### src/rtl/irq_resp_pkg.sv
package irq_resp_pkg;

  // Fixed restart addresses
  localparam logic [15:0] NMI_VECTOR = 16'h0066;
  localparam logic [15:0] RST_A_VECTOR = 16'h003C;
  localparam logic [15:0] RST_B_VECTOR = 16'h0034;
  localparam logic [15:0] RST_C_VECTOR = 16'h002C;
  localparam logic [15:0] MODE1_VECTOR = 16'h0038;

  // Mask register layout, one enable bit per maskable input
  localparam int MASK_BIT_MM = 0;
  localparam int MASK_BIT_A = 1;
  localparam int MASK_BIT_B = 2;
  localparam int MASK_BIT_C = 3;
  localparam logic [3:0] MASK_RESET = 4'h1;

  // Multi-mode input modes
  localparam logic [1:0] MODE_JAM = 2'h0;
  localparam logic [1:0] MODE_RESTART = 2'h1;
  localparam logic [1:0] MODE_INDIRECT = 2'h2;
  localparam logic [1:0] MODE_RESET = 2'h0;
  localparam logic [7:0] PAGE_RESET = 8'h00;

  // Jammed opcode decode
  localparam logic [7:0] OPC_CALL = 8'hCD;
  localparam logic [7:0] OPC_RST_MASK = 8'hC7;
  localparam logic [7:0] OPC_RST_MATCH = 8'hC7;
  localparam int OPC_RST_LSB = 3;

  // T-state and instruction-end counts (one T-state per clk_sys cycle)
  localparam logic [1:0] EXTRA_TSTATES = 2'h2;
  localparam logic [1:0] EI_HOLD_ENDS = 2'h2;

  typedef enum logic [2:0] {
    SRC_NONE, SRC_NMI, SRC_A, SRC_B, SRC_C, SRC_MM
  } src_t;

  typedef struct packed {
    logic req;
    logic we;
    logic [15:0] addr;
    logic [7:0] wdata;
  } mem_cmd_t;

  typedef struct packed {
    logic load;
    logic [15:0] value;
  } word_load_t;

endpackage

### src/rtl/irq_priority_arbiter.sv
`timescale 1ns/1ps
module irq_priority_arbiter (
  // Pending non-maskable request, and maskable requests already gated by enables and masks
  input wire logic nmi_pending,
  input wire logic [3:0] eligible,
  // Winning source
  output irq_resp_pkg::src_t grant
);
  import irq_resp_pkg::*;

  // Fixed order, no external daisy chain needed
  always_comb begin
    if (nmi_pending) begin
      grant = SRC_NMI;
    end else if (eligible[MASK_BIT_A]) begin
      grant = SRC_A;
    end else if (eligible[MASK_BIT_B]) begin
      grant = SRC_B;
    end else if (eligible[MASK_BIT_C]) begin
      grant = SRC_C;
    end else if (eligible[MASK_BIT_MM]) begin
      grant = SRC_MM;
    end else begin
      grant = SRC_NONE;
    end
  end

endmodule // irq_priority_arbiter

### src/rtl/cpu_interrupt_response_unit.sv
`timescale 1ns/1ps
module cpu_interrupt_response_unit (
  // Clock and reset
  input wire logic clk_sys,
  input wire logic rst,
  // Interrupt inputs
  input wire logic nmi_request,
  input wire logic restart_req_a,
  input wire logic restart_req_b,
  input wire logic restart_req_c,
  input wire logic multimode_request,
  // Core sequencing
  input wire logic instr_end,
  input wire logic [15:0] program_counter,
  input wire logic [15:0] stack_pointer,
  input wire logic jam_more,
  // Core instructions affecting interrupt state
  input wire logic ei_exec,
  input wire logic di_exec,
  input wire logic retn_exec,
  input wire logic mask_wr,
  input wire logic [3:0] mask_wdata,
  input wire logic mode_wr,
  input wire logic [1:0] mode_wdata,
  input wire logic page_wr,
  input wire logic [7:0] page_wdata,
  // Acknowledge cycle on the data bus
  output logic irq_acknowledge_strobe,
  input wire logic [7:0] bus_data_in,
  // Stack and table memory access
  output irq_resp_pkg::mem_cmd_t mem_cmd,
  input wire logic [7:0] mem_rdata,
  // Results for the core
  output logic busy,
  output irq_resp_pkg::word_load_t pc_update,
  output irq_resp_pkg::word_load_t sp_update,
  output logic jam_valid,
  output logic [7:0] jam_byte,
  // Status
  output logic irq_enable_ff,
  output logic irq_enable_shadow_ff,
  output logic [3:0] irq_mask_reg,
  output logic [1:0] irq_mode,
  output irq_resp_pkg::src_t active_source
);
  import irq_resp_pkg::*;

  typedef enum logic [3:0] {
    ST_IDLE, ST_ACK_T1, ST_ACK_T2, ST_ACK_T3, ST_EXTRA,
    ST_PUSH_HI, ST_PUSH_LO, ST_TBL_LO, ST_TBL_HI, ST_JUMP
  } state_t;

  state_t state;
  src_t grant;
  logic nmi_prev;
  logic nmi_pending;
  logic [3:0] level_in;
  logic [3:0] eligible;
  logic [7:0] page_reg;
  logic [1:0] ei_hold;
  logic accept;
  logic maskable_accept;
  logic [15:0] pc_save;
  logic [15:0] sp_save;
  logic [15:0] target;
  logic [7:0] ack_byte;
  logic [1:0] ack_idx;
  logic [1:0] extra_cnt;
  logic [7:0] tbl_lo;
  logic [15:0] table_ptr;
  logic mode2_run;

  assign level_in[MASK_BIT_MM] = multimode_request;
  assign level_in[MASK_BIT_A] = restart_req_a;
  assign level_in[MASK_BIT_B] = restart_req_b;
  assign level_in[MASK_BIT_C] = restart_req_c;

  // Levels only, no edge memory: a dropped request is simply gone
  genvar gi;
  generate
    for (gi = 0; gi < 4; gi++) begin : g_elig
      assign eligible[gi] = level_in[gi] & irq_mask_reg[gi] & irq_enable_ff
        & irq_enable_shadow_ff & (ei_hold == 2'h0);
    end
  endgenerate

  irq_priority_arbiter u_arb (
    .nmi_pending(nmi_pending),
    .eligible(eligible),
    .grant(grant)
  );

  assign accept = instr_end && (state == ST_IDLE) && (grant != SRC_NONE);
  assign maskable_accept = accept && (grant != SRC_NMI);
  assign busy = (state != ST_IDLE);
  assign mode2_run = (active_source == SRC_MM) && (irq_mode == MODE_INDIRECT);
  assign table_ptr = {page_reg, ack_byte};

  // Non-maskable edge latch; no enable touches it, and a new edge wins over the clear
  always_ff @(posedge clk_sys or posedge rst) begin
    if (rst) begin
      nmi_prev <= 1'b0;
      nmi_pending <= 1'b0;
    end else begin
      nmi_prev <= nmi_request;
      if (nmi_request && !nmi_prev) begin
        nmi_pending <= 1'b1;
      end else if (accept && grant == SRC_NMI) begin
        nmi_pending <= 1'b0;
      end
    end
  end

  // Enable pair; shadow keeps the old state across a non-maskable service
  always_ff @(posedge clk_sys or posedge rst) begin
    if (rst) begin
      irq_enable_ff <= 1'b0;
      irq_enable_shadow_ff <= 1'b0;
    end else if (maskable_accept) begin
      irq_enable_ff <= 1'b0;
      irq_enable_shadow_ff <= 1'b0;
    end else if (accept) begin
      irq_enable_ff <= 1'b0;
    end else if (ei_exec) begin
      irq_enable_ff <= 1'b1;
      irq_enable_shadow_ff <= 1'b1;
    end else if (di_exec) begin
      irq_enable_ff <= 1'b0;
      irq_enable_shadow_ff <= 1'b0;
    end else if (retn_exec) begin
      irq_enable_ff <= irq_enable_shadow_ff;
    end
  end

  // Holds off maskables through the first two instruction ends after enable
  always_ff @(posedge clk_sys or posedge rst) begin
    if (rst) begin
      ei_hold <= 2'h0;
    end else if (ei_exec) begin
      ei_hold <= EI_HOLD_ENDS;
    end else if (instr_end && ei_hold != 2'h0) begin
      ei_hold <= ei_hold - 2'h1;
    end
  end

  // Program-written settings
  always_ff @(posedge clk_sys or posedge rst) begin
    if (rst) begin
      irq_mask_reg <= MASK_RESET;
      irq_mode <= MODE_RESET;
      page_reg <= PAGE_RESET;
    end else begin
      if (mask_wr) begin
        irq_mask_reg <= mask_wdata;
      end
      if (mode_wr && mode_wdata != 2'h3) begin
        irq_mode <= mode_wdata;
      end
      if (page_wr) begin
        page_reg <= page_wdata;
      end
    end
  end

  // Response sequencer
  always_ff @(posedge clk_sys or posedge rst) begin
    if (rst) begin
      state <= ST_IDLE;
      active_source <= SRC_NONE;
      pc_save <= 16'h0000;
      sp_save <= 16'h0000;
      target <= 16'h0000;
      ack_byte <= 8'h00;
      ack_idx <= 2'h0;
      extra_cnt <= 2'h0;
      tbl_lo <= 8'h00;
      jam_valid <= 1'b0;
      jam_byte <= 8'h00;
      pc_update <= '0;
      sp_update <= '0;
    end else begin
      jam_valid <= 1'b0;
      pc_update.load <= 1'b0;
      sp_update.load <= 1'b0;
      case (state)
        ST_IDLE: begin
          if (accept) begin
            active_source <= grant;
            pc_save <= program_counter;
            sp_save <= stack_pointer;
            ack_idx <= 2'h0;
            extra_cnt <= 2'h0;
            case (grant)
              SRC_NMI: target <= NMI_VECTOR;
              SRC_A: target <= RST_A_VECTOR;
              SRC_B: target <= RST_B_VECTOR;
              SRC_C: target <= RST_C_VECTOR;
              default: target <= MODE1_VECTOR;
            endcase
            if (grant == SRC_MM && irq_mode == MODE_RESTART) begin
              state <= ST_EXTRA;
            end else if (grant == SRC_MM) begin
              state <= ST_ACK_T1;
            end else begin
              state <= ST_PUSH_HI;
            end
          end
        end
        ST_ACK_T1: state <= ST_ACK_T2;
        ST_ACK_T2: begin
          ack_byte <= bus_data_in;
          state <= ST_ACK_T3;
        end
        ST_ACK_T3: begin
          if (irq_mode == MODE_INDIRECT) begin
            state <= ST_EXTRA;
          end else if (ack_idx == 2'h1) begin
            target[7:0] <= ack_byte;
            ack_idx <= 2'h2;
            state <= ST_ACK_T1;
          end else if (ack_idx == 2'h2) begin
            target[15:8] <= ack_byte;
            state <= ST_EXTRA;
          end else if ((ack_byte & OPC_RST_MASK) == OPC_RST_MATCH) begin
            target <= {10'h000, ack_byte[OPC_RST_LSB +: 3], 3'h0};
            state <= ST_EXTRA;
          end else if (ack_byte == OPC_CALL) begin
            ack_idx <= 2'h1;
            state <= ST_ACK_T1;
          end else begin
            // Other jammed opcodes go to the core, which asks for more bytes
            jam_valid <= 1'b1;
            jam_byte <= ack_byte;
            state <= jam_more ? ST_ACK_T1 : ST_IDLE;
          end
        end
        ST_EXTRA: begin
          extra_cnt <= extra_cnt + 2'h1;
          if (extra_cnt == EXTRA_TSTATES - 2'h1) begin
            state <= ST_PUSH_HI;
          end
        end
        ST_PUSH_HI: state <= ST_PUSH_LO;
        ST_PUSH_LO: begin
          sp_update.load <= 1'b1;
          sp_update.value <= sp_save - 16'h0002;
          state <= mode2_run ? ST_TBL_LO : ST_JUMP;
        end
        ST_TBL_LO: state <= ST_TBL_HI;
        ST_TBL_HI: begin
          tbl_lo <= mem_rdata;
          state <= ST_JUMP;
        end
        ST_JUMP: begin
          pc_update.load <= 1'b1;
          pc_update.value <= mode2_run ? {mem_rdata, tbl_lo} : target;
          state <= ST_IDLE;
        end
        default: state <= ST_IDLE;
      endcase
    end
  end

  // Strobe only in the second T-state of each acknowledge cycle
  assign irq_acknowledge_strobe = (state == ST_ACK_T2);

  // Stack pushes high byte first; table read low byte first
  always_comb begin
    mem_cmd = '0;
    if (state == ST_PUSH_HI) begin
      mem_cmd = '{req: 1'b1, we: 1'b1, addr: sp_save - 16'h0001,
        wdata: pc_save[15:8]};
    end else if (state == ST_PUSH_LO) begin
      mem_cmd = '{req: 1'b1, we: 1'b1, addr: sp_save - 16'h0002, wdata: pc_save[7:0]};
    end else if (state == ST_TBL_LO) begin
      mem_cmd = '{req: 1'b1, we: 1'b0, addr: table_ptr, wdata: 8'h00};
    end else if (state == ST_TBL_HI) begin
      mem_cmd = '{req: 1'b1, we: 1'b0, addr: table_ptr + 16'h0001, wdata: 8'h00};
    end
  end

  AST_NMI_VECTOR: assert property (@(posedge clk_sys) disable iff (rst)
    pc_update.load && active_source == SRC_NMI |-> pc_update.value == NMI_VECTOR)
    else $error("non-maskable handler address wrong");

  AST_NMI_EDGE: assert property (@(posedge clk_sys) disable iff (rst)
    $rose(nmi_pending) |-> $past(nmi_request) && !$past(nmi_prev))
    else $error("non-maskable pending without an input edge");

  AST_NMI_FIRST: assert property (@(posedge clk_sys) disable iff (rst)
    accept && nmi_pending |=> active_source == SRC_NMI)
    else $error("non-maskable request not served first");

  AST_MASK_GATE: assert property (@(posedge clk_sys) disable iff (rst)
    maskable_accept |-> irq_enable_ff && irq_enable_shadow_ff)
    else $error("maskable accepted with enables clear");

  AST_IFF_CLEAR: assert property (@(posedge clk_sys) disable iff (rst)
    maskable_accept |=> !irq_enable_ff && !irq_enable_shadow_ff)
    else $error("enables not cleared on maskable acceptance");

  AST_ACK_T2: assert property (@(posedge clk_sys) disable iff (rst)
    accept && grant == SRC_MM && irq_mode != MODE_RESTART
    |=> !irq_acknowledge_strobe ##1 irq_acknowledge_strobe ##1 !irq_acknowledge_strobe)
    else $error("acknowledge not in second T-state");

  AST_EXTRA_TWO: assert property (@(posedge clk_sys) disable iff (rst)
    state == ST_EXTRA && $past(state) != ST_EXTRA
    |=> state == ST_EXTRA ##1 state == ST_PUSH_HI)
    else $error("multi-mode response not two T-states longer");

  AST_PUSH_ORDER: assert property (@(posedge clk_sys) disable iff (rst)
    state == ST_PUSH_HI |-> mem_cmd.we && mem_cmd.addr == sp_save - 16'h0001
    ##1 mem_cmd.we && mem_cmd.wdata == pc_save[7:0] ##1 sp_update.load)
    else $error("counter push order or stack update wrong");

  AST_RST_JAM: assert property (@(posedge clk_sys) disable iff (rst)
    state == ST_ACK_T3 && irq_mode == MODE_JAM && ack_idx == 2'h0
    && (ack_byte & OPC_RST_MASK) == OPC_RST_MATCH
    |=> target == {10'h000, $past(ack_byte[5:3]), 3'h0})
    else $error("jammed restart address wrong");

endmodule // cpu_interrupt_response_unit

### config.mk
export PLATFORM = sky130hd
export DESIGN_NAME = cpu_interrupt_response_unit
export DESIGN_NICKNAME = d
export VERILOG_FILES = /design/src/rtl/irq_resp_pkg.sv /design/src/rtl/irq_priority_arbiter.sv /design/src/rtl/cpu_interrupt_response_unit.sv
export SDC_FILE = /design/constraint.sdc
export NUM_CORES = 1
export LEC_CHECK = 0
export ABC_AREA = 1
export BUFFER_PORTS_ARGS = -buffer_cell sky130_fd_sc_hd__buf_2
export CAP_MARGIN = 0
export CORE_ASPECT_RATIO = 0.6
export CORE_MARGIN = 1.5
export CORE_UTILIZATION = 55
export DETAILED_ROUTE_END_ITERATION = 16
export HOLD_SLACK_MARGIN = 0.02
export PLACE_DENSITY = 0.81
export SKIP_CTS_REPAIR_TIMING = 1
export SYNTH_ARGS = -nofsm -noshare
export SYNTH_HDL_FRONTEND = slang
export SYNTH_SLANG_ARGS = --single-unit
### constraint.sdc
create_clock -name clk_sys -period 4.8 [get_ports clk_sys]
set_clock_uncertainty 0.05 [all_clocks]
set_input_delay 0.24 -clock clk_sys [delete_from_list [all_inputs] [get_ports clk_sys]]
set_output_delay 0.24 -clock clk_sys [all_outputs]
set_load 0.1 [all_outputs]
==> impl_metrics.ini, run 1 <==
[yosys]
synth_area_per_cell_um2 = 7.92
synth-seq-cells = 138
seq_area_frac_synth_pct = 47.2
synthCells = 924
synth_nets = 1010
synthTopCellsByCount = 326 x nand2_1, 137 x dfrtp_1, 78 x inv_1, 77 x nor2_1, 49 x o21ai_0
async_flop_share_pct = 100
synth_area_leader_cell = dfrtp_1
synth_most_common_cell = nand2_1
synth_edf_count = 0
yosysTopAreaCellShare_pct = 46.8
synth_area_leaders = dfrtp_1 47%, nand2_1 17%, inv_1 4.0%
ys.flop_type = dfrtp_1
synth_area_um2 = 7320
yosys_warnings = 0
synth_cell_types = 47

[worst_hold_path]
min_path_type = in2async

[clocking]
cts_buffers = 17
clock_latency_ns = 0.42
cts_tree = done
cts_buffer_depth = 2
clockRootBuffer = clkbuf_16
cts_sinks = 138
clkTransAtPathRegs_ns = 0.06
cts-htree-levels = 4

[global_route]
grt_use_met3_pct = 9.22
grtUsageMet1_pct = 47.7
first_global_vias = 6484
grt_pass1_wl_mm = 34.3
grt-ovfl-total = 0
use_met2_pct = 41.6
busiest_layer = met1
gr-usage-all-layers_pct = 31.1
grt_antenna_before_repair = 0
grt_max_degree = 96

[timing]
fin_crit_sh_pct = 77.3
max_slew_margin_pct = 42.5
worstMarginPinSlew_ns = 0.863
totalNegativeSetupSlack_ns = 0
slew_violations = 0
worst_hold_slack_ns = -0.0622
hold_viol = 56
min_period_ns = 3.71
fmax_ghz = 0.270
rsz0062_at_grt = no
finalSetupViolations = 0

[drt]
vias = 7157
wl_per_cell_um = 16.7
ant_nets = 0
drcViolationCount = 0
firstDrtPassIters = 5
wl_mm = 21.7
avgViaCountPerCell = 5.51
first_iter_violations = 648

[outcome]
status = finished with violations
violations = hold timing

[die]
core.rowCount = 32
ios = 159
die_h_um = 92.4
dieArea_um2 = 14000
die_w_um = 152
initial_core_util_pct = 56.6
core_um2 = 12900

[placed_design]
dp_hpwl_mm = 15.2
io_buffers = 158
gp_congestion = 1.04

[finish]
reg_top3 = pc_update (17), sp_update (17)
antenna-diode-count = 0
layout-drive-gt1-share_pct = 23.6
final_nets = 1203
final_core_util_pct = 71.4
area_growth_pct = 26.2
nFillCells = 997

[run]
maxCapViolCount = 0

[setup_path]
path_class = reg2out
worstPathArrival_ns = 3.42
start_kind = flop
crit_required_ns = 4.51
critPathMaxFanout = 27
worstSetupEndpointType = primary output
worst paths after layout:
path | cells after the start | end | slack (ns) | start
worst max-delay path | 8 | mem_cmd[11] | 1.09 | state[3]
worst min-delay path | 2 | irq_mask_reg[3] | -0.06 | rst
worst max register to register | 13 | target[6] | 1.99 | ei_hold[0]
worst min register to register | 1 | nmi_pending | 0.39 | nmi_prev
max in group asynchronous | 3 | target[5] | 3.62 | rst
min in group clk_sys | 3 | page_reg[1] | -0.01 | page_wdata[1]
placed cells by master, fill, tap and decap left out, drive strengths merged, types with 5 or more instances in the layout:
cell type / Yosys / final
xor2: 8 / 8
nor3: 13 / 13
bufinv: 0 / 5
o21ai: 87 / 87
ha: 9 / 9
nor2: 86 / 86
a22o: 7 / 7
nand3: 45 / 45
buf: 23 / 164
o2111ai: 6 / 6
dfrtp: 137 / 137
inv: 89 / 89
nand4: 14 / 14
mux2: 5 / 5
clkinv: 1 / 5
clkbuf: 7 / 20
nand2: 335 / 335
a31oi: 18 / 18
a21oi: 16 / 16
dlygate4sd3: 0 / 40
kinds of logic after synthesis:
group           share of synthesized area (%)
flops                                    47.2
simple gates                             29.1
fa+ha+maj                                1.54
xor+xnor                                0.957
mux                                     0.769
compound gates                           13.0
buf+inv                                  7.40
per-stage QoR:
stage	hold slack (ns)	cells	setup slack [ns]	area, µm²
finish	-0.0622	1299	1.09	9240
CTS	-0.111	1259	1.19	8840
global route	0.0234	1299	0.983	9240
floorplan	0.221	924	0.815	7320
detailed placement	0.319	1228	1.66	8180
global placement	0.312	1228	1.72	8180
per-layer routing:
metal / part of all wire [%] / routed length (µm)
met2: 40 / 8630
met1: 47 / 10300
met5: 0 / 0
met4: 1.8 / 389
met3: 11 / 2420
critical path: stages, from the launching register on:
cell      delay, ns
dfrtp_1        0.40
inv_1          0.17
nand2_1        0.15
inv_1          0.11
nand2_2        0.35
inv_1          0.74
o21ai_0        0.31
o311ai_1       0.24
buf_2          0.52
area by class of cell:
| class | count | area (µm²) | share of cell area, % |
|---|---|---|---|
| Clock inverter | 11 | 193 | 2.09 |
| Sequential cell | 138 | 3450 | 37.4 |
| Inverter | 90 | 350 | 3.79 |
| Timing Repair Buffer | 204 | 1240 | 13.4 |
| Multi-Input combinational cell | 666 | 3320 | 36.0 |
| Tap cell | 170 | 213 | 2.30 |
| Clock buffer | 20 | 467 | 5.05 |
Power of run 1 is not shown: default switching activity piles up to over one toggle a cycle in this logic, so the estimate is an artifact.
==> inputs of run 2 (changes only) <==
--- a/config.mk
+++ b/config.mk
@@ -10,10 +10,10 @@
 export CAP_MARGIN = 0
 export CORE_ASPECT_RATIO = 0.6
 export CORE_MARGIN = 1.5
-export CORE_UTILIZATION = 55
+export CORE_UTILIZATION = 50
 export DETAILED_ROUTE_END_ITERATION = 16
 export HOLD_SLACK_MARGIN = 0.02
-export PLACE_DENSITY = 0.81
+export PLACE_DENSITY = 0.77
 export SKIP_CTS_REPAIR_TIMING = 1
 export SYNTH_ARGS = -nofsm -noshare
 export SYNTH_HDL_FRONTEND = slang
==> constraint.sdc (replaced) <==
create_clock -name clk_sys -period 3.2 [get_ports clk_sys]
set_clock_uncertainty 0.05 [all_clocks]
set_input_delay 0.16 -clock clk_sys [delete_from_list [all_inputs] [get_ports clk_sys]]
set_output_delay 0.16 -clock clk_sys [all_outputs]
set_load 0.1 [all_outputs]
==> run 2 against run 1 <==
- the flow still finishes with violations (hold timing)
- via count rose by 1.8%
- critical path type unchanged
- register-to-register slack worse by 1.2 ns
- sequential share of layout area decreased by 1.1 points
==> impl_metrics.ini, run 2 (same netlist as run 1, synthesis figures left out) <==
[drt]
drcViolationCount = 0
avgViaCountPerCell = 5.36
ant_nets = 0
wl_per_cell_um = 16.5
firstDrtPassIters = 6
wl_mm = 22.4
first_iter_violations = 790
vias = 7285

[finish]
reg_top3 = pc_update (17), sp_update (17)
layout-drive-gt1-share_pct = 23.6
final_common_cell = nand2_1
area_growth_pct = 29.9
antenna-diode-count = 0
most-common-layout-cells = 326 x nand2_1, 157 x buf_2, 137 x dfrtp_1, 77 x inv_1, 77 x nor2_1
final_nets = 1233

[timing]
worstMarginPinSlew_ns = 0.660
fmax_ghz = 0.332
rsz0062_at_grt = no
max_slew_margin_pct = 55.5
totalNegativeSetupSlack_ns = 0
hold_viol = 1
fin_crit_sh_pct = 94.0
worst_hold_slack_ns = -0.0340
finalSetupViolations = 0
slew_violations = 0
min_period_ns = 3.01

[setup_path]
crit_chain = inv_1 -> ha_1 -> nand2_1 -> inv_1 -> nand2_1 -> nor2_1 -> o21ai_0 -> nand4_1 -> buf_2
critPathMaxFanout = 8
worstSetupEndpointType = primary output
path_class = reg2out
cp-startpoint = sp_save[1]
max_stage_delay_ns = 0.44
r2r-start = ei_hold[0]
worstPathArrival_ns = 2.80
crit_required_ns = 2.99
start_kind = flop
critPathSlowestCell = buf_2

[outcome]
violations = hold timing
status = finished with violations

[power]
ir_drop_mv = 0.788
p_per_area_nw_per_um2 = 1200
leakagePower_nw = 4.87

[global_route]
grt_pass1_wl_mm = 34.3
grt-ovfl-total = 0
busiest_layer = met1
use_met2_pct = 37.5
grt_max_degree = 78
grt_antenna_before_repair = 0
first_global_vias = 6379
gr-usage-all-layers_pct = 28.4
grtUsageMet1_pct = 45.1
grt_use_met3_pct = 8.02

[clocking]
cts_sinks = 138
clock_latency_ns = 0.43
clkTransAtPathRegs_ns = 0.07
clockRootBuffer = clkbuf_16
cts_buffers = 17
cts_buffer_depth = 2
cts-htree-levels = 4
cts_tree = done

[die]
core.rowCount = 34
ios = 159
dieArea_um2 = 15400
die_w_um = 159
initial_core_util_pct = 50.9
die_h_um = 96.7
core_um2 = 14400

[worst_hold_path]
min_path_type = in2reg
worstHoldStart = bus_data_in[5]

[run]
maxCapViolCount = 0

[placed_design]
gp_congestion = 1.02
dp_hpwl_mm = 15.4
io_buffers = 158
-- run 2: changes by cell type in the layout (fill, tap and decap cells not counted), moves of 2 or more --
cell and delta:
clkinv_4 +3, buf_12 +2, inv_6 +4, buf_4 +4
dlygate4sd3_1 +25, bufinv_16 -4, clkbuf_8 -2
-- run 2: worst paths after layout --
check / endpoint / slack (ns) / cells after the start
min in group asynchronous: pc_save[0] / 0.32 / 3
hold reg to reg: nmi_pending / 0.38 / 1
max in group asynchronous: sp_update[12] / 1.92 / 4
setup reg to reg: sp_save[0] / 0.81 / 11
setup / recovery: mem_cmd[17] / 0.19 / 9
hold / removal: ack_byte[5] / -0.03 / 3
-- run 2: power by group --
group / internal (W) / leakage, nW / switching, W
sequential: 0.00242 / 1.72 / 0.000575
clock: 0.00111 / 0.288 / 0.000847
combinational: 0.00128 / 2.86 / 0.00519
-- run 2: stage by stage --
step / cell area, µm² / power (W) / utilization, % / instances / worst slack, ns
floorplan: 7330 / 0.00813 / - / 924 / -0.0283
global placement: 8280 / 0.00928 / 57.6 / 1261 / 0.751
detailed placement: 8280 / 0.00930 / 57.6 / 1261 / 0.766
CTS: 8860 / 0.0113 / 61.6 / 1293 / 0.306
global route: 9510 / 0.0120 / 66.2 / 1358 / 0.0450
finish: 9510 / 0.0114 / 66.2 / 1358 / 0.191
-- run 2: metal layers --
layer / vias up / routed length [µm] / share of wire (%)
met5: - / 0 / 0
met4: 0 / 348 / 1.6
met3: 40 / 2530 / 11
met2: 425 / 8970 / 40
met1: 3368 / 10500 / 47
li1: 3452 / - / -
-- run 2: area by class of cell --
cell class | count | area (µm²)
clock inverters | 14 | 139
flip-flops and latches | 138 | 3450
inverters | 90 | 349
well taps | 198 | 248
multi-input cells | 666 | 3330
fillers | 1227 | 4870
repair buffers | 234 | 1550
clock buffers | 18 | 439
-- run 2: worst max-delay path, delay by kind of cell (launching register included) --
| family | cells | cell delay, ns |
|---|---|---|
| AND/OR/NAND/NOR | 4 | 0.63 |
| adder cells (fa/ha/maj) | 1 | 0.25 |
| AO/OA/AOI/OAI | 1 | 0.27 |
| buffers and inverters | 3 | 0.83 |
| flip-flops | 1 | 0.37 |
Note: power is estimated with default switching activity, not from simulation.
==> inputs of run 3 (changes only) <==
--- a/config.mk
+++ b/config.mk
@@ -10,10 +10,11 @@
 export CAP_MARGIN = 0
 export CORE_ASPECT_RATIO = 0.6
 export CORE_MARGIN = 1.5
-export CORE_UTILIZATION = 50
+export CORE_UTILIZATION = 59
 export DETAILED_ROUTE_END_ITERATION = 16
 export HOLD_SLACK_MARGIN = 0.02
-export PLACE_DENSITY = 0.77
+export PLACE_DENSITY = 0.86
+export REMOVE_ABC_BUFFERS = 1
 export SKIP_CTS_REPAIR_TIMING = 1
 export SYNTH_ARGS = -nofsm -noshare
 export SYNTH_HDL_FRONTEND = slang
==> constraint.sdc (replaced) <==
create_clock -name clk_sys -period 3.8 [get_ports clk_sys]
set_clock_uncertainty 0.05 [all_clocks]
set_input_delay 0.19 -clock clk_sys [delete_from_list [all_inputs] [get_ports clk_sys]]
set_output_delay 0.19 -clock clk_sys [all_outputs]
set_load 0.1 [all_outputs]
==> run 3 against run 2 <==
- the flow now finishes without violations
- critical path depth fell by 1
- flip-flop and latch count did not move
- non-clock buffer count fell by 5
- die area is 15% lower
- clock power down 9.7%
- final area shrank 0.78%
- first-iteration DRC count increased by 22%
- sequential power fell by 15%
- cell count decreased by 2.8%
- critical endpoint is now mem_cmd[18]
==> impl_metrics.ini, run 3 (same netlist as run 1, synthesis figures left out) <==
[timing]
slew_violations = 0
max_slew_margin_pct = 39.0
finalSetupViolations = 0
hold_viol = 0
totalNegativeSetupSlack_ns = 0
rsz0062_at_grt = no
fmax_ghz = 0.297
worstMarginPinSlew_ns = 0.910
min_period_ns = 3.37
fin_crit_sh_pct = 88.6

[global_route]
grt_pass1_wl_mm = 32.9
gr-usage-all-layers_pct = 32.8
first_global_vias = 6527
grt_max_degree = 86
grt_antenna_before_repair = 0
grt-ovfl-total = 0

[finish]
area_growth_pct = 28.9
multi_input_area_um2 = 3320
finalNonFillerCells = 1320
final_core_util_pct = 78.2
layout-drive-gt1-share_pct = 23.4
final_cell_area_um2 = 9440
most-common-layout-cells = 326 x nand2_1, 158 x buf_2, 137 x dfrtp_1, 77 x inv_1, 77 x nor2_1
reg_top3 = pc_update (17), sp_update (17)
final_common_cell = nand2_1
nFillCells = 826
final-seq-area_um2 = 3450
final_nets = 1228
antenna-diode-count = 0

[power]
combPwrFrac_pct = 55.7
swShare_pct = 57.3
power_switching_w = 0.00556
leakagePower_nw = 4.85
p_int_w = 0.00415
ir_drop_mv = 0.816
pwr-share-clk_pct = 18.3
p_per_area_nw_per_um2 = 1030
p_total_w = 0.00971
seqPwrFrac_pct = 26.1

[clocking]
clkTransAtPathRegs_ns = 0.06
clockRootBuffer = clkbuf_16
clock_latency_ns = 0.43
cts_buffers = 17
cts-htree-levels = 4
cts_sinks = 138
cts_tree = done
cts_buffer_depth = 2

[die]
ios = 159
dieArea_um2 = 13100
die_w_um = 147
core.rowCount = 31
die_h_um = 89.3
core_um2 = 12100
initial_core_util_pct = 60.7

[setup_path]
reg2reg_depth = 13
crit_chain = inv_2 -> nand2_4 -> nor3_2 -> nor2_1 -> inv_1 -> o21ai_0 -> o211ai_1 -> buf_2
max_stage_delay_ns = 0.69
critical-path-top-delay-family = simple AND/OR/NAND/NOR gates
reg2reg_setup_slack_ns = 1.41
r2r_end = target[6]
start_kind = flop
critPathSlowestCell = nor3_2
cp_num_buf_inv = 3
worstPathArrival_ns = 3.13
r2r-start = ei_hold[0]
worstSetupEndpointType = primary output
crit_required_ns = 3.56
critPathMaxFanout = 11
path_class = reg2out

[placed_design]
dp.cells = 1225
place_area_um2 = 8190
gp_congestion = 0.950
io_buffers = 158
dp_hpwl_mm = 14.9

[worst_hold_path]
min_path_type = in2reg
min_delay_path_depth = 3
hold_path_end = irq_mode[0]
worstHoldStart = mode_wdata[0]

[outcome]
status = finished, final reports clean

[drt]
ant_nets = 0
first_iter_violations = 961
firstDrtPassIters = 7
avgViaCountPerCell = 5.63
wl_mm = 22.7
drcViolationCount = 0
wl_per_cell_um = 17.2
vias = 7434

[run]
maxCapViolCount = 0
-- run 3: cell types whose count changed in the layout (fill, tap and decap cells not counted), sizes merged --
cell         before  now
clkinv            8    5
bufinv            1    3
dlygate4sd3      65   63
buf             169  166
clkinvlp          1    2
-- run 3: layout make-up --
| type | count | share of cell area [%] |
|---|---|---|
| Tap cell | 165 | 2.19 |
| Multi-Input combinational cell | 666 | 35.2 |
| Clock buffer | 18 | 4.65 |
| Timing Repair Buffer | 229 | 15.7 |
| Clock inverter | 14 | 1.94 |
| Sequential cell | 138 | 36.6 |
| Inverter | 90 | 3.71 |
-- run 3: layer usage --
| layer | vias up | global-route usage, % | wire, µm |
|---|---|---|---|
| met1 | 3472 | 47.4 | 9900 |
| met5 | - | 0 | 0 |
| met2 | 461 | 47.3 | 9730 |
| met3 | 43 | 10.5 | 2620 |
| met4 | 0 | 9.55 | 400 |
| li1 | 3458 | - | - |
-- run 3: worst max path at each step --
stage               cells past startpoint     start           to  slack (ns)
floorplan                               5  state[1]  mem_cmd[11]       -0.32
global placement                        8  state[1]  mem_cmd[18]        1.02
detailed placement                      8  state[1]  mem_cmd[18]        0.95
CTS                                     8  state[1]  mem_cmd[18]        0.51
global route                            8  state[1]  mem_cmd[18]        0.33
finish                                  8  state[1]  mem_cmd[18]        0.43
-- run 3: worst reg2reg max path: cells and delay by family (launching register included) --
family | cells | cell delay (ns)
adder cells (fa/ha/maj) | 1 | 0.26
flip-flops | 1 | 0.36
buffers and inverters | 3 | 0.52
AND/OR/NAND/NOR | 9 | 1.10
-- run 3: power groups by stage --
stage	registers [W]	logic, W	clock network [W]
after floorplan	0.00398	0.00272	0
after global placement	0.00249	0.00519	0
after detailed placement	0.00252	0.00525	0
after CTS	0.00250	0.00529	0.00176
after global routing	0.00258	0.00572	0.00184
final	0.00253	0.00541	0.00177
-- run 3: through the flow --
| step | setup slack (ns) | hold slack, ns |
|---|---|---|
| 2_1_floorplan | -0.316 | 0.171 |
| 3_3_place_gp | 1.02 | 0.266 |
| 3_5_place_dp | 0.951 | 0.267 |
| 4_1_cts | 0.515 | -0.165 |
| 5_1_grt | 0.327 | 0.0415 |
| 6_report | 0.433 | 0.0243 |
